### src/hdl/spz_pkg.sv
// Purpose: Shared constants and types for serial port zero control
// Assumes: Byte-wide special function register access
// Notes: Register offsets are special function register addresses
package spz_pkg;
	localparam logic [7:0] CTRL_ADDR = 8'h98;
	localparam logic [7:0] DATA_ADDR = 8'h99;
	localparam logic [7:0] CTRL_RESET = 8'h00;
	localparam int BIT_MODE_HI = 7;
	localparam int BIT_MODE_LO = 6;
	localparam int BIT_MPROC = 5;
	localparam int BIT_RXEN = 4;
	localparam int BIT_TX9 = 3;
	localparam int BIT_RX9 = 2;
	localparam int BIT_TXDONE = 1;
	localparam int BIT_RXDONE = 0;
	localparam int M0_SLOW_CLKS = 12;
	localparam int M0_FAST_CLKS = 4;
	localparam int M2_SLOW_CLKS = 64;
	localparam int M2_FAST_CLKS = 32;
	localparam int OVERSAMPLE = 16;
	localparam logic [3:0] MID_SAMPLE = 4'h7;
	localparam logic [3:0] M0_BITS = 4'h8;
	localparam logic [3:0] M1_BITS = 4'hA;
	localparam logic [3:0] M23_BITS = 4'hB;
	localparam int FIFO_DEPTH = 16;
	typedef enum logic [1:0] {
		SPZ_MODE_SYNC = 2'h0,
		SPZ_MODE_ASYNC8 = 2'h1,
		SPZ_MODE_ASYNC9_FIX = 2'h2,
		SPZ_MODE_ASYNC9_TMR = 2'h3
	} spz_mode_e;
	// Shifter states, Gray coded along idle, start, shift, stop
	typedef enum logic [1:0] {
		SPZ_IDLE = 2'h0,
		SPZ_START = 2'h1,
		SPZ_SHIFT = 2'h3,
		SPZ_STOP = 2'h2
	} spz_state_e;
	typedef struct packed {
		logic wr;
		logic rd;
		logic [7:0] addr;
		logic [7:0] wdata;
	} spz_sfr_s;
endpackage

### src/hdl/spz_fifo.sv
// Purpose: Parameterised valid/ready FIFO for transmit data
// Assumes: Single clock
// Notes: Depth is a power of two
`timescale 1ns/100ps
module spz_fifo #(
	parameter int WIDTH = 8,
	parameter int DEPTH = 16
) (
	// Clock and reset
	input wire logic clk_i,
	input wire logic rst_i,
	// Fill side
	input wire logic in_valid_i,
	output logic in_ready_o,
	input wire logic [WIDTH-1:0] in_data_i,
	// Drain side
	output logic out_valid_o,
	input wire logic out_ready_i,
	output logic [WIDTH-1:0] out_data_o
);
	localparam int AW = $clog2(DEPTH);
	logic [WIDTH-1:0] mem_r [DEPTH];
	logic [AW:0] wp_r, wp_nxt, rp_r, rp_nxt;
	logic push, pop;
	always_comb begin
		push = in_valid_i && in_ready_o;
		pop = out_valid_o && out_ready_i;
		wp_nxt = push ? wp_r + 1'b1 : wp_r;
		rp_nxt = pop ? rp_r + 1'b1 : rp_r;
	end
	always_ff @(posedge clk_i or posedge rst_i) begin
		if (rst_i) begin
			wp_r <= '0;
			rp_r <= '0;
		end else begin
			wp_r <= wp_nxt;
			rp_r <= rp_nxt;
		end
	end
	always_ff @(posedge clk_i) begin
		if (push) begin
			mem_r[wp_r[AW-1:0]] <= in_data_i;
		end
	end
	assign in_ready_o = !((wp_r[AW] != rp_r[AW]) && (wp_r[AW-1:0] == rp_r[AW-1:0]));
	assign out_valid_o = (wp_r != rp_r);
	assign out_data_o = mem_r[rp_r[AW-1:0]];
endmodule

### src/hdl/spz_ctrl.sv
// Purpose: Serial port zero control, shifting and status flags
// Assumes: Timer baud tick is a one-cycle pulse at sixteen times the bit rate
// Notes: Transmit bytes queue in a FIFO; a full queue drops the write
`timescale 1ns/100ps
// Notes on behaviour
// [RL1] Two mode bits pick sync 8-bit, async 10-bit, or async 11-bit frames.
// [RL2] Mode 0 shifts every 12 clocks, or every 4 with multiprocessor bit set.
// [RL3] Modes 1 and 3 time bits from the external timer baud tick.
// [RL4] Mode 2 bit period is 64 clocks, or 32 with baud doubling.
// [RL5] View select turns the top control bit into a sticky framing-error flag.
// [RL6] Mode bit and framing flag are stored apart; view-mode writes keep mode.
// [RL7] Mode 1 with multiprocessor bit drops frames with bad stop bit.
// [RL8] Modes 2 and 3 with multiprocessor bit need ninth bit one to flag.
// [RL9] Receive enable gates reception; in mode 0 setting it starts one receive.
// [RL10] Modes 2 and 3 send the transmit ninth bit as the ninth data bit.
// [RL11] Ninth received bit, or stop bit in mode 1 without multiprocessor bit, goes to the ninth field.
// [RL12] Transmit done sets after the last frame bit, the stop bit in async modes; software clears it.
// [RL13] Receive done sets at frame end per mode; software clears it.
// [RL14] Enabled port raises an interrupt while either done flag is set.
// [RL15] Data address writes go to transmit, reads return the receive register.
// [RL16] Transmit data write starts one frame, LSB first, with start and stop outside mode 0.
// [RL17] Async receive starts on a falling edge and samples bits mid-period.
module spz_ctrl (
	// Clock and reset
	input wire logic core_clk_i,
	input wire logic rst_i,
	// Special function register access
	input wire spz_pkg::spz_sfr_s sfr_i,
	output logic [7:0] sfr_rdata_o,
	// System controls
	input wire logic framing_error_view_select_i,
	input wire logic baud_double_select_i,
	input wire logic serial0_irq_enable_i,
	input wire logic timer_baud_tick_i,
	// Serial pins
	input wire logic rxd_i,
	output logic rxd_o,
	output logic rxd_oe_o,
	output logic txd_o,
	// Interrupt request
	output logic irq_o
);
	// ----------------------------------------
	// Pin synchronisers
	// ----------------------------------------
	logic rx_meta_r, rx_sync_r, rx_prev_r;
	always_ff @(posedge core_clk_i or posedge rst_i) begin
		if (rst_i) begin
			rx_meta_r <= 1'b1;
			rx_sync_r <= 1'b1;
			rx_prev_r <= 1'b1;
		end else begin
			rx_meta_r <= rxd_i;
			rx_sync_r <= rx_meta_r;
			rx_prev_r <= rx_sync_r;
		end
	end

	// ----------------------------------------
	// Control register state
	// ----------------------------------------
	logic mode_hi_r, mode_lo_r, mproc_r, rxen_r, tx9_r, rx9_r;
	logic txdone_r, rxdone_r, ferr_r;
	logic mode_hi_nxt, mode_lo_nxt, mproc_nxt, rxen_nxt, tx9_nxt, rx9_nxt;
	logic txdone_nxt, rxdone_nxt, ferr_nxt;
	logic ctrl_wr, data_wr;
	spz_pkg::spz_mode_e mode;
	logic set_txdone, set_rxdone, set_ferr, set_rx9, rx9_val, m0_rx_start;
	always_comb begin
		ctrl_wr = sfr_i.wr && (sfr_i.addr == spz_pkg::CTRL_ADDR);
		data_wr = sfr_i.wr && (sfr_i.addr == spz_pkg::DATA_ADDR);
		mode = spz_pkg::spz_mode_e'({mode_hi_r, mode_lo_r}); // RL1
		mode_hi_nxt = mode_hi_r;
		ferr_nxt = ferr_r;
		mode_lo_nxt = mode_lo_r;
		mproc_nxt = mproc_r;
		rxen_nxt = rxen_r;
		tx9_nxt = tx9_r;
		rx9_nxt = rx9_r;
		txdone_nxt = txdone_r;
		rxdone_nxt = rxdone_r;
		if (ctrl_wr) begin
			if (framing_error_view_select_i) begin
				ferr_nxt = sfr_i.wdata[spz_pkg::BIT_MODE_HI]; // RL6
			end else begin
				mode_hi_nxt = sfr_i.wdata[spz_pkg::BIT_MODE_HI]; // RL5
			end
			mode_lo_nxt = sfr_i.wdata[spz_pkg::BIT_MODE_LO];
			mproc_nxt = sfr_i.wdata[spz_pkg::BIT_MPROC];
			rxen_nxt = sfr_i.wdata[spz_pkg::BIT_RXEN];
			tx9_nxt = sfr_i.wdata[spz_pkg::BIT_TX9];
			rx9_nxt = sfr_i.wdata[spz_pkg::BIT_RX9];
			txdone_nxt = sfr_i.wdata[spz_pkg::BIT_TXDONE];
			rxdone_nxt = sfr_i.wdata[spz_pkg::BIT_RXDONE];
		end
		// Hardware set wins over a same-cycle software clear
		if (set_ferr) ferr_nxt = 1'b1; // RL5
		if (set_rx9) rx9_nxt = rx9_val; // RL11
		if (set_txdone) txdone_nxt = 1'b1; // RL12
		if (set_rxdone) rxdone_nxt = 1'b1; // RL13
		// Rising receive enable in mode 0 launches one reception
		m0_rx_start = ctrl_wr && !rxen_r && rxen_nxt && mode == spz_pkg::SPZ_MODE_SYNC; // RL9
	end
	always_ff @(posedge core_clk_i or posedge rst_i) begin
		if (rst_i) begin
			{mode_hi_r, mode_lo_r, mproc_r, rxen_r, tx9_r, rx9_r, txdone_r, rxdone_r} <= spz_pkg::CTRL_RESET;
			ferr_r <= 1'b0;
		end else begin
			{mode_hi_r, mode_lo_r, mproc_r, rxen_r} <= {mode_hi_nxt, mode_lo_nxt, mproc_nxt, rxen_nxt};
			{tx9_r, rx9_r, txdone_r, rxdone_r} <= {tx9_nxt, rx9_nxt, txdone_nxt, rxdone_nxt};
			ferr_r <= ferr_nxt;
		end
	end

	// ----------------------------------------
	// Bit-rate enables
	// ----------------------------------------
	// Async modes run a 16x sample tick; mode 0 uses one tick per bit
	logic [6:0] div_r, div_nxt;
	logic tick;
	logic [6:0] div_len;
	always_comb begin
		unique case (mode)
			spz_pkg::SPZ_MODE_SYNC: div_len = mproc_r ? 7'(spz_pkg::M0_FAST_CLKS) : 7'(spz_pkg::M0_SLOW_CLKS); // RL2
			spz_pkg::SPZ_MODE_ASYNC9_FIX: div_len = baud_double_select_i ? 7'(spz_pkg::M2_FAST_CLKS / spz_pkg::OVERSAMPLE)
				: 7'(spz_pkg::M2_SLOW_CLKS / spz_pkg::OVERSAMPLE); // RL4
			default: div_len = 7'h01;
		endcase
		div_nxt = (div_r + 7'h01 >= div_len) ? 7'h00 : div_r + 7'h01;
		if (mode == spz_pkg::SPZ_MODE_ASYNC8 || mode == spz_pkg::SPZ_MODE_ASYNC9_TMR) begin
			tick = timer_baud_tick_i; // RL3
		end else begin
			tick = (div_r + 7'h01 >= div_len);
		end
	end
	always_ff @(posedge core_clk_i or posedge rst_i) begin
		if (rst_i) div_r <= 7'h00;
		else div_r <= div_nxt;
	end

	// ----------------------------------------
	// Transmit path
	// ----------------------------------------
	logic fifo_valid, fifo_ready, fifo_pop;
	logic [7:0] fifo_data;
	spz_fifo #(.WIDTH(8), .DEPTH(spz_pkg::FIFO_DEPTH)) u_txq (
		.clk_i(core_clk_i),
		.rst_i(rst_i),
		.in_valid_i(data_wr), // RL15
		.in_ready_o(fifo_ready),
		.in_data_i(sfr_i.wdata),
		.out_valid_o(fifo_valid),
		.out_ready_i(fifo_pop),
		.out_data_o(fifo_data)
	);
	spz_pkg::spz_state_e tx_st_r, tx_st_nxt;
	logic [10:0] tx_sh_r, tx_sh_nxt;
	logic [3:0] tx_cnt_r, tx_cnt_nxt, tx_sub_r, tx_sub_nxt, tx_len;
	logic txd_r, txd_nxt, bit_tick, rx_busy;
	always_comb begin
		tx_st_nxt = tx_st_r;
		tx_sh_nxt = tx_sh_r;
		tx_cnt_nxt = tx_cnt_r;
		tx_sub_nxt = tx_sub_r;
		txd_nxt = txd_r;
		fifo_pop = 1'b0;
		set_txdone = 1'b0;
		tx_len = (mode == spz_pkg::SPZ_MODE_SYNC) ? spz_pkg::M0_BITS
			: (mode == spz_pkg::SPZ_MODE_ASYNC8) ? spz_pkg::M1_BITS : spz_pkg::M23_BITS; // RL1
		bit_tick = tick && (mode == spz_pkg::SPZ_MODE_SYNC || tx_sub_r == 4'hF);
		if (tick) tx_sub_nxt = tx_sub_r + 4'h1;
		unique case (tx_st_r)
			spz_pkg::SPZ_IDLE: begin
				txd_nxt = 1'b1;
				if (fifo_valid && !rx_busy) begin
					fifo_pop = 1'b1;
					tx_sub_nxt = 4'h0;
					tx_cnt_nxt = 4'h0;
					// Frame LSB first: start, data, ninth, stop
					if (mode == spz_pkg::SPZ_MODE_SYNC) tx_sh_nxt = {3'h7, fifo_data};
					else if (mode == spz_pkg::SPZ_MODE_ASYNC8) tx_sh_nxt = {2'h3, fifo_data, 1'b0}; // RL16
					else tx_sh_nxt = {1'b1, tx9_r, fifo_data, 1'b0}; // RL10
					tx_st_nxt = spz_pkg::SPZ_SHIFT;
				end
			end
			spz_pkg::SPZ_SHIFT: begin
				if (bit_tick) begin
					txd_nxt = tx_sh_r[0];
					tx_sh_nxt = {1'b1, tx_sh_r[10:1]};
					tx_cnt_nxt = tx_cnt_r + 4'h1;
					// Last frame bit is out; the stop state raises the done flag one bit later
					if (tx_cnt_r == tx_len - 4'h1) begin
						tx_st_nxt = spz_pkg::SPZ_STOP;
					end
				end
			end
			spz_pkg::SPZ_STOP: begin
				if (bit_tick) begin
					set_txdone = 1'b1; // RL12
					txd_nxt = 1'b1;
					tx_st_nxt = spz_pkg::SPZ_IDLE;
				end
			end
			default: tx_st_nxt = spz_pkg::SPZ_IDLE;
		endcase
	end
	always_ff @(posedge core_clk_i or posedge rst_i) begin
		if (rst_i) begin
			tx_st_r <= spz_pkg::SPZ_IDLE;
			tx_sh_r <= 11'h7FF;
			tx_cnt_r <= 4'h0;
			tx_sub_r <= 4'h0;
			txd_r <= 1'b1;
		end else begin
			tx_st_r <= tx_st_nxt;
			tx_sh_r <= tx_sh_nxt;
			tx_cnt_r <= tx_cnt_nxt;
			tx_sub_r <= tx_sub_nxt;
			txd_r <= txd_nxt;
		end
	end

	// ----------------------------------------
	// Receive path
	// ----------------------------------------
	spz_pkg::spz_state_e rx_st_r, rx_st_nxt;
	logic [9:0] rx_sh_r, rx_sh_nxt;
	logic [7:0] rx_buf_r, rx_buf_nxt;
	logic [3:0] rx_cnt_r, rx_cnt_nxt, rx_sub_r, rx_sub_nxt;
	logic rx_sample, rx_ok;
	always_comb begin
		rx_st_nxt = rx_st_r;
		rx_sh_nxt = rx_sh_r;
		rx_buf_nxt = rx_buf_r;
		rx_cnt_nxt = rx_cnt_r;
		rx_sub_nxt = rx_sub_r;
		set_rxdone = 1'b0;
		set_ferr = 1'b0;
		set_rx9 = 1'b0;
		rx9_val = rx9_r;
		rx_ok = 1'b0;
		rx_busy = (rx_st_r != spz_pkg::SPZ_IDLE) && (mode == spz_pkg::SPZ_MODE_SYNC);
		if (tick) rx_sub_nxt = rx_sub_r + 4'h1;
		rx_sample = tick && (mode == spz_pkg::SPZ_MODE_SYNC || rx_sub_r == spz_pkg::MID_SAMPLE); // RL17
		unique case (rx_st_r)
			spz_pkg::SPZ_IDLE: begin
				rx_cnt_nxt = 4'h0;
				if (m0_rx_start && tx_st_r == spz_pkg::SPZ_IDLE) begin
					rx_st_nxt = spz_pkg::SPZ_SHIFT; // RL9
				end else if (rxen_r && mode != spz_pkg::SPZ_MODE_SYNC && rx_prev_r && !rx_sync_r) begin
					rx_sub_nxt = 4'h0;
					rx_st_nxt = spz_pkg::SPZ_START; // RL17
				end
			end
			spz_pkg::SPZ_START: begin
				// A glitch that is high at mid-start is ignored
				if (rx_sample) rx_st_nxt = rx_sync_r ? spz_pkg::SPZ_IDLE : spz_pkg::SPZ_SHIFT;
			end
			spz_pkg::SPZ_SHIFT: begin
				if (rx_sample) begin
					rx_sh_nxt = {rx_sync_r, rx_sh_r[9:1]};
					rx_cnt_nxt = rx_cnt_r + 4'h1;
					if (mode == spz_pkg::SPZ_MODE_SYNC && rx_cnt_r == spz_pkg::M0_BITS - 4'h1) begin
						rx_buf_nxt = {rx_sync_r, rx_sh_r[9:3]};
						set_rxdone = 1'b1; // RL13
						rx_st_nxt = spz_pkg::SPZ_IDLE;
					end else if (rx_cnt_r == spz_pkg::M0_BITS - 4'h1) begin
						rx_st_nxt = spz_pkg::SPZ_STOP;
					end
				end
			end
			spz_pkg::SPZ_STOP: begin
				// Last sample: stop bit in mode 1, ninth bit in modes 2 and 3
				if (rx_sample) begin
					rx_st_nxt = spz_pkg::SPZ_IDLE;
					if (mode == spz_pkg::SPZ_MODE_ASYNC8) begin
						set_ferr = !rx_sync_r; // RL5
						rx_ok = !(mproc_r && !rx_sync_r); // RL7
						rx_buf_nxt = rx_ok ? rx_sh_r[9:2] : rx_buf_r;
						set_rx9 = rx_ok && !mproc_r; // RL11
					end else begin
						rx_ok = !(mproc_r && !rx_sync_r); // RL8
						rx_buf_nxt = rx_ok ? rx_sh_r[9:2] : rx_buf_r;
						set_rx9 = rx_ok; // RL11
					end
					rx9_val = rx_sync_r;
					set_rxdone = rx_ok; // RL13
				end
			end
			default: rx_st_nxt = spz_pkg::SPZ_IDLE;
		endcase
	end
	always_ff @(posedge core_clk_i or posedge rst_i) begin
		if (rst_i) begin
			rx_st_r <= spz_pkg::SPZ_IDLE;
			rx_sh_r <= 10'h000;
			rx_buf_r <= 8'h00;
			rx_cnt_r <= 4'h0;
			rx_sub_r <= 4'h0;
		end else begin
			rx_st_r <= rx_st_nxt;
			rx_sh_r <= rx_sh_nxt;
			rx_buf_r <= rx_buf_nxt;
			rx_cnt_r <= rx_cnt_nxt;
			rx_sub_r <= rx_sub_nxt;
		end
	end

	// ----------------------------------------
	// Outputs
	// ----------------------------------------
	// Mode 0: data on the bidirectional pin, shift clock on the transmit pin
	logic [7:0] rdata_nxt;
	logic rxd_nxt, rxd_oe_nxt, txo_nxt, irq_nxt;
	always_comb begin
		rdata_nxt = 8'h00;
		if (sfr_i.addr == spz_pkg::CTRL_ADDR) begin
			rdata_nxt = {framing_error_view_select_i ? ferr_r : mode_hi_r, mode_lo_r, mproc_r, rxen_r,
				tx9_r, rx9_r, txdone_r, rxdone_r}; // RL5
		end else if (sfr_i.addr == spz_pkg::DATA_ADDR) begin
			rdata_nxt = rx_buf_r; // RL15
		end
		rxd_oe_nxt = (mode == spz_pkg::SPZ_MODE_SYNC) && (tx_st_r != spz_pkg::SPZ_IDLE);
		rxd_nxt = txd_r;
		txo_nxt = (mode == spz_pkg::SPZ_MODE_SYNC) ? !(tick && (tx_st_r != spz_pkg::SPZ_IDLE || rx_busy)) : txd_r;
		irq_nxt = serial0_irq_enable_i && (txdone_nxt || rxdone_nxt); // RL14
	end
	always_ff @(posedge core_clk_i or posedge rst_i) begin
		if (rst_i) begin
			sfr_rdata_o <= 8'h00;
			rxd_o <= 1'b1;
			rxd_oe_o <= 1'b0;
			txd_o <= 1'b1;
			irq_o <= 1'b0;
		end else begin
			sfr_rdata_o <= rdata_nxt;
			rxd_o <= rxd_nxt;
			rxd_oe_o <= rxd_oe_nxt;
			txd_o <= txo_nxt;
			irq_o <= irq_nxt;
		end
	end

	// ----------------------------------------
	// Checks
	// ----------------------------------------
	txdone_sticky_a: assert property (@(posedge core_clk_i) disable iff (rst_i) // RL12
		txdone_r && !ctrl_wr |=> txdone_r) else $error("transmit done dropped without write");
	rxdone_sticky_a: assert property (@(posedge core_clk_i) disable iff (rst_i) // RL13
		rxdone_r && !ctrl_wr |=> rxdone_r) else $error("receive done dropped without write");
	irq_follow_a: assert property (@(posedge core_clk_i) disable iff (rst_i) // RL14
		$past(serial0_irq_enable_i) && (txdone_r || rxdone_r) |-> irq_o) else $error("missing interrupt");
	mode_keep_a: assert property (@(posedge core_clk_i) disable iff (rst_i) // RL6
		ctrl_wr && framing_error_view_select_i |=> $stable(mode_hi_r)) else $error("mode changed in view");
	rx_disable_a: assert property (@(posedge core_clk_i) disable iff (rst_i) // RL9
		rx_st_r == spz_pkg::SPZ_IDLE && !rxen_r && !ctrl_wr |=> rx_st_r == spz_pkg::SPZ_IDLE)
		else $error("reception while disabled");
	m2_div_a: assert property (@(posedge core_clk_i) disable iff (rst_i) // RL4
		mode == spz_pkg::SPZ_MODE_ASYNC9_FIX && !baud_double_select_i |-> div_len == 7'h04)
		else $error("mode 2 period wrong");
	m0_div_a: assert property (@(posedge core_clk_i) disable iff (rst_i) // RL2
		mode == spz_pkg::SPZ_MODE_SYNC |-> div_len == (mproc_r ? 7'h04 : 7'h0C)) else $error("mode 0 period wrong");
	mp_filter_a: assert property (@(posedge core_clk_i) disable iff (rst_i) // RL8
		rx_st_r == spz_pkg::SPZ_STOP && mode[1] && mproc_r && !rx_sync_r |-> !set_rxdone)
		else $error("filtered frame flagged");
endmodule

### config.mk
export PLATFORM = sky130hd
export DESIGN_NAME = spz_ctrl
export DESIGN_NICKNAME = d
export VERILOG_FILES = /design/src/hdl/spz_pkg.sv /design/src/hdl/spz_fifo.sv /design/src/hdl/spz_ctrl.sv
export SDC_FILE = /design/constraint.sdc
export NUM_CORES = 1
export LEC_CHECK = 0
export ABC_AREA = 1
export BUFFER_PORTS_ARGS = -buffer_cell sky130_fd_sc_hd__buf_2
export CORE_ASPECT_RATIO = 2
export CORE_MARGIN = 10
export CORE_UTILIZATION = 56
export DETAILED_ROUTE_END_ITERATION = 12
export PLACE_DENSITY = 0.84
export SKIP_LAST_GASP = 1
export SYNTH_ARGS = -nofsm -noshare
export SYNTH_HDL_FRONTEND = slang
export SYNTH_SLANG_ARGS = --single-unit
### constraint.sdc
create_clock -name core_clk_i -period 2.9 [get_ports core_clk_i]
set_clock_uncertainty 0.2 [all_clocks]
set_input_delay 0.435 -clock core_clk_i [delete_from_list [all_inputs] [get_ports core_clk_i]]
set_output_delay 0.435 -clock core_clk_i [all_outputs]
set_load 0.03 [all_outputs]
# Yosys cells after proc, flatten, opt, wreduce, memory -nomap -nowiden
# Memories as Yosys holds them, arrays and structs flattened.
# Cells that the tools add are included.
[word_totals]
reg_bits = 91
ram_bits = 128
inputBits = 25
wordCells = 206
memories = 1
[mem_list]
columns = ["memory", "depth", "word_bits", "read_ports", "rd_clocked_by_memory_dff", "wr", "line", "source"]
rows = [
  ["u_txq.mem_r", 16, 8, 1, 0, 1, "spz_fifo.sv:22", "logic [WIDTH-1:0] mem_r [DEPTH];"],
]
[op_classes]
add_sub_neg = 8
magnitude_cmp = 1
eq_ne = 30
mux = 78
bitwise = 1
n_reduce_logical = 57
[op_table]
columns = ["op", "count"]
rows = [
  ["$mux W8", 6],
  ["$mux W4", 11],
  ["$mux W1", 33],
  ["$mux W2", 13],
  ["$pmux W4 S2", 3],
  ["$logic_and A1 B1 Y1", 22],
  ["$mux W11", 2],
  ["$pmux W11 S2", 1],
  ["$mux W10", 2],
  ["$ne A2 B2 Y1 const B", 9],
  ["$reduce_bool A2 Y1", 9],
  ["$add A4 B1 Y4 const B", 4],
  ["$eq A8 B8 Y1 const B", 2],
  ["$pmux W8 S2", 1],
  ["$eq A2 B2 Y1 const B", 6],
  ["$add A5 B1 Y5 const B", 2],
  ["$reduce_and A5 Y1", 2],
  ["$reduce_and A3 Y1", 3],
  ["$eq A4 B3 Y1 const B", 2],
  ["$eq A4 B4 Y1", 2],
  ["$pmux W2 S4", 1],
  ["$reduce_and A2 Y1", 4],
  ["$add A7 B1 Y7 const B", 1],
  ["$ge A7 B7 Y1", 1],
  ["other kinds (18)", 33],
]

# Longest topological paths before layout
[depth]
ltp_word = 10
depth_mapped = 19

# Hierarchy
# A second synthesis with hierarchy kept.
[hier_totals]
cells_unflattened = 1065
area_unflattened_um2 = 9983.3
[modules_own_cells]
columns = ["module", "instances", "cells_each", "area_per_inst_um2", "seq_area_each_um2"]
rows = [
  ["spz_fifo", 1, 558, 5962.0, 4093.9],
  ["spz_ctrl", 1, 507, 4021.4, 1971.9],
]

# Worst setup path before layout
# OpenSTA, ideal clock, no wires.
[synth_path]
kind = "register -> register"
startpoint = "register div_r[0]"
endpoint = "register tx_cnt_r[2]"
arrival_ns = 2.242
required_time_ns = 2.626
setup_slack_ns = 0.384
stages_incl_launch_ff = 19
synth_period_minus_slack_ns = 2.516
path_cell_list = "dfrtp_1 > ha_1 > nand2_1 > clkinv_1 > nor2_1 > ha_1 > nand2_1 > nand2_1 > o21a_1 > nor2_4 > nand2_4 > nand2_4 > nand2_8 > nand2_8 > nand2_8 > nand2_8 > buf_12 > nand2_2 > o21ai_2"
[synth_via]
elab_chain_len = 6
[synth_rtl]
columns = ["item", "line", "source"]
rows = [
  ["start: declaration", "spz_ctrl.sv:119", "logic [6:0] div_r, div_nxt;"],
  ["start signal: assignment", "spz_ctrl.sv:138", "else div_r <= div_nxt;"],
  ["$add A7 B1 Y7", "spz_ctrl.sv:133", "tick = (div_r + 7'h01 >= div_len);"],
  ["$ge A7 B7 Y1", "spz_ctrl.sv:133", ""],
  ["$mux W1", "spz_ctrl.sv:130", "if (mode == spz_pkg::SPZ_MODE_ASYNC8 || mode == spz_pkg::SPZ_MODE_ASYNC9_TMR) begin"],
  ["$logic_and A1 B1 Y1", "spz_ctrl.sv:170", "bit_tick = tick && (mode == spz_pkg::SPZ_MODE_SYNC || tx_sub_r == 4'hF);"],
  ["$ne A2 B2 Y1 (no source line)", "n/a", ""],
  ["$reduce_and A3 Y1 (no source line)", "n/a", ""],
  ["end signal: assignment", "spz_ctrl.sv:217", "tx_cnt_r <= tx_cnt_nxt;"],
  ["end: declaration", "spz_ctrl.sv:158", "logic [3:0] tx_cnt_r, tx_cnt_nxt, tx_sub_r, tx_sub_nxt, tx_len;"],
]
# Every way passes these cells.
# A chain may end at the register's enable or synchronous reset.

# Final worst setup path
[layout_path]
startpoint = "register div_r[0]"
endpoint = "register tx_sub_r[3]"
[layout_via]
elab_chain_len = 6
[layout_rtl]
columns = ["item", "line", "source"]
rows = [
  ["$add A7 B1 Y7 *", "spz_ctrl.sv:133", ""],
  ["$ge A7 B7 Y1 *", "spz_ctrl.sv:133", ""],
  ["$mux W1 *", "spz_ctrl.sv:130", ""],
  ["$mux W4 *", "spz_ctrl.sv:171", "if (tick) tx_sub_nxt = tx_sub_r + 4'h1;"],
  ["$mux W4", "spz_ctrl.sv:175", "if (fifo_valid && !rx_busy) begin"],
  ["$mux W4 *", "spz_ctrl.sv:172", "unique case (tx_st_r)"],
  ["net tx_sub_nxt[3]", "spz_ctrl.sv:158", ""],
  ["end signal: assignment", "spz_ctrl.sv:218", "tx_sub_r <= tx_sub_nxt;"],
  ["end: declaration", "spz_ctrl.sv:158", ""],
]
# Mark *: on every way through the listed nets, which the timed path passes. The rest lies on a longest branch.

==> impl_results.rst <==
.. list-table::
   :header-rows: 1

   * - Metric
     - Value
   * - Result of the run
     - complete, no violations
   * - Number of remaining DRC errors
     - 0
   * - Count of placed standard cells including taps
     - 1197
   * - Final Routed Wirelength
     - 23070 µm
   * - Top fanout value on the critical path
     - 12
   * - Final Power
     - 0.007522 W
   * - Fin nets
     - ~1100
   * - Slew margin rel.
     - 0.5374
   * - Std cell rows
     - 68
   * - Critical path data arrival time
     - 2.90 ns
   * - Initial core utilization
     - 0.5684
   * - Finished Layout Cells
     - 1240
   * - Routability congestion estimate from global placement
     - 0.9018
   * - Clock tree from TritonCTS
     - done
   * - Required time at the worst-slack endpoint
     - just over 3 ns
   * - Number of hold violations in the final report
     - 0
   * - Biggest area consumer among synthesized cells
     - edfxtp_1
   * - Post-Syn Instances
     - 949
   * - Clock Tree Buf Depth
     - 3
   * - List of cells traversed by the critical path
     - ha_2 -> nor2_1 -> nor2_1 -> ha_1 -> nand2_1 -> nor2_1 -> o21a_1 -> nor2_4 -> nand2_4 -> nand2_4 -> nand2_8 -> clkinvlp_4 -> nand2_1 -> o21ai_0 -> o21ai_0 -> inv_1
   * - Most used standard cell by instance count after synthesis
     - nand2_1
   * - Delay of the slowest cell on the worst path
     - 0.43 ns
   * - Initial antenna violation count
     - 0
   * - Critical Path End Type
     - flip-flop
   * - Detailed placement HPWL
     - 15800 µm
   * - Clock-pin slew on the worst setup and hold paths
     - 0.08 ns
   * - Die height
     - 206.8 µm
   * - Finished Cell Area
     - 0.01101 mm²
   * - Global routing usage summed across all routing layers
     - 0.1944
   * - Count of clock tree sinks
     - 216
   * - Number of violations of the max-capacitance limit
     - 0
   * - Cells taking the most area after synthesis
     - edfxtp_1 39%, dfrtp_1 18%, nand2_1 7.8%, o21ai_0 4.9%, dfstp_2 4.3%
   * - Area share of the largest cell type after synthesis
     - 0.3934
   * - Setup slack on the worst flop-to-flop path
     - 0.16 ns
   * - Antenna-violating nets left
     - 0
   * - Hold slack final
     - 0.01625 ns
   * - Setup Viol. Count Final
     - 0
   * - Maximum clock rate
     - 365.0 MHz
   * - Critical Setup Path Class
     - flip-flop to flip-flop
   * - Port-buffer cells
     - 35
   * - Library cell contributing the largest single delay on the critical path
     - dfrtp_2
   * - Ys async rst share
     - 0.4074
   * - Total leakage power
     - approximately 4.6 nW
   * - Number of distinct standard cells referenced by the synthesized netlist
     - 43
   * - Clock buffers created by TritonCTS
     - 19
   * - Register area share after synthesis
     - 0.6209
   * - Number of iterations in the first detailed-routing pass
     - 5
   * - Clock insertion delay at the later pin of the skew report
     - 0.50 ns
   * - I/O pin count
     - 37
   * - Source of the worst register-to-register timing path
     - div_r[0]
   * - Die Span X
     - ~110 µm
   * - Netlist Area Pre-Place
     - just under 0.01 mm²
   * - Wire per inst
     - 18.61 µm
   * - Worst reg-to-reg path cell count
     - 16
   * - Die area
     - 0.02345 mm²
   * - Instance area at placement
     - 0.01027 mm²
   * - Flip-flop and latch count after synthesis
     - 216
   * - Critical Path Start Type
     - flip-flop
   * - Via Count
     - 7043
   * - Area added between synthesis and finish
     - 12.71%
   * - Layout cell share with drive strength beyond 1
     - 0.1786
   * - Number of levels the H-tree was split into
     - 1
   * - Root buffer selected by CTS
     - clkbuf_16
   * - Post-Place Worst Slack
     - 0.1187 ns
   * - Minimum period implied by the final worst setup slack
     - 2.740 ns
   * - Maximum number of pins on one net before global-route repair
     - 38
   * - Destination of the worst hold path
     - ferr_r
   * - Average cell area after synthesis
     - roughly 10 µm²
   * - Core Footprint
     - between 0.015 and 0.02 mm²
   * - Via count of the first global-routing pass
     - ~7000
   * - Most frequent cell on the critical path
     - nor2_1
   * - Antenna cell count
     - 0
   * - Number of fill cells in the layout
     - 1324
   * - Beginning of the worst hold path
     - framing_error_view_select_i
   * - Crit share post-route
     - 0.9447
   * - Count of synthesis-stage warnings from yosys
     - 0
   * - Post-synth EDFFs
     - 128
   * - Most common flop cell mapped by yosys
     - edfxtp_1
   * - Pins over their slew limit
     - 0
   * - Final worst slack
     - 0.1604 ns
   * - Worst min path class
     - input port to flip-flop
   * - Wire length of the first global-routing pass
     - about 36000 µm
   * - Least-Margin Pin Slew
     - slightly below 0.7 ns
   * - Worst flop-to-flop path endpoint
     - tx_sub_r[3]
   * - Peak supply drop
     - 0.6593 mV
   * - Gr ovfl total
     - 0
   * - Cell types with the highest counts after synthesis
     - 204 x nand2_1, 128 x edfxtp_1, 96 x nor2_1, 96 x o21ai_0, 72 x dfrtp_1
   * - Ratio of total power to cell area
     - 683.2 mW/mm²
   * - Number of DRC violations after detailed-routing iteration 0
     - 411
   * - Mean number of vias per cell
     - 5.680
   * - Min-Delay Path Depth
     - 3
## power by group
group	switching (W)	internal [W]	total [W]	leakage, nW
combinational	0.000701	0.000422	0.00112	2.07
clock	0.00111	0.00141	0.00252	0.314
sequential	0.000253	0.00363	0.00388	2.19
total	0.00206	0.00546	0.00752	4.57
## cells in the final DEF (no fill, tap or decap), types with 17 or more instances in the layout
master     Yosys  routed
nand2_1      204     203
edfxtp_1     128     128
nor2_1        96      96
o21ai_0       96      95
dfrtp_1       72      70
nand3_1       63      63
inv_1         61      60
a21oi_1       36      36
buf_4          4      36
buf_2         11      35
o21ai_1       24      25
clkbuf_16      0      19
nand2_2       17      17
## metrics by stage
step | utilization | setup TNS [ns]
floorplan | - | 0
global placement | 0.5976 | 0
detailed placement | 0.5976 | 0
CTS | 0.6355 | 0
global route | 0.6407 | -0.03267
finish | 0.6407 | 0
## worst max-delay path, delay by kind of cell, from the launching register on
family / cells / cell delay [ns]
AO/OA/AOI/OAI: 3 / 0.36
adder cells (fa/ha/maj): 2 / 0.51
buffers and inverters: 2 / 0.25
flip-flops: 1 / 0.43
AND/OR/NAND/NOR: 9 / 0.87
## metal layers
metal	wire length (µm)	GRT usage
met1	7412	0.1886
met3	1030	0.02141
met5	0	0
met2	13020	0.3767
met4	1613	0.1207
## what timing repair did
| item | CTS | global route |
|---|---|---|
| hold buffers | 3 | 0 |
| resized for setup | 0 | 10 |
| endpoints found under the hold margin | 28 | 0 |
| setup buffers | 0 | 4 |
| endpoints found under the setup margin | 0 | 47 |
## worst max path at each step
stage	cells past startpoint	slack, ns	to	from
finish	16	0.16	tx_sub_r[3]	div_r[0]
global route	16	-0.03	tx_sub_r[3]	div_r[0]
CTS	17	0.03	tx_sh_r[8]	div_r[0]
detailed placement	17	0.12	tx_sh_r[8]	div_r[0]
global placement	18	0.16	tx_cnt_r[1]	div_r[0]
floorplan	1	0.01	div_r[0]	rst_i
## cell type report
cell class,instances,area [µm²],area share
clock buffers,23,530.5,0.04818
clock inverters,11,91.34,0.008295
inverters,69,264.0,0.02398
multi-input cells,635,3287,0.2985
flip-flops and latches,216,6068,0.5511
well taps,210,262.8,0.02386
repair buffers,76,506.7,0.04602
## cell families (layout without fill, tap and decap cells)
logic type	Yosys count	in the layout	share of synthesized area
AND/OR/NAND/NOR	416	418	0.1944
buffers and inverters	102	179	0.04854
XOR/XNOR	16	16	0.01434
adder cells (fa/ha/maj)	17	17	0.02177
AO/OA/AOI/OAI	181	181	0.09964
other	1	3	0.0003839
flip-flops	216	216	0.6209
## state kept, by name (all words and copies together) (netlist names), 2 cells and up
signal / cells
tx_sub_r: 4
u_txq.rp_r: 5
u_txq.mem_r: 128
div_r: 7
rx_cnt_r: 4
sfr_rdata_o: 8
tx_st_r: 2
rx_sh_r: 8
u_txq.wp_r: 5
tx_cnt_r: 4
rx_sub_r: 4
rx_buf_r: 8
tx_sh_r: 10
rx_st_r: 2
Note: power is estimated with default switching activity, not from simulation.
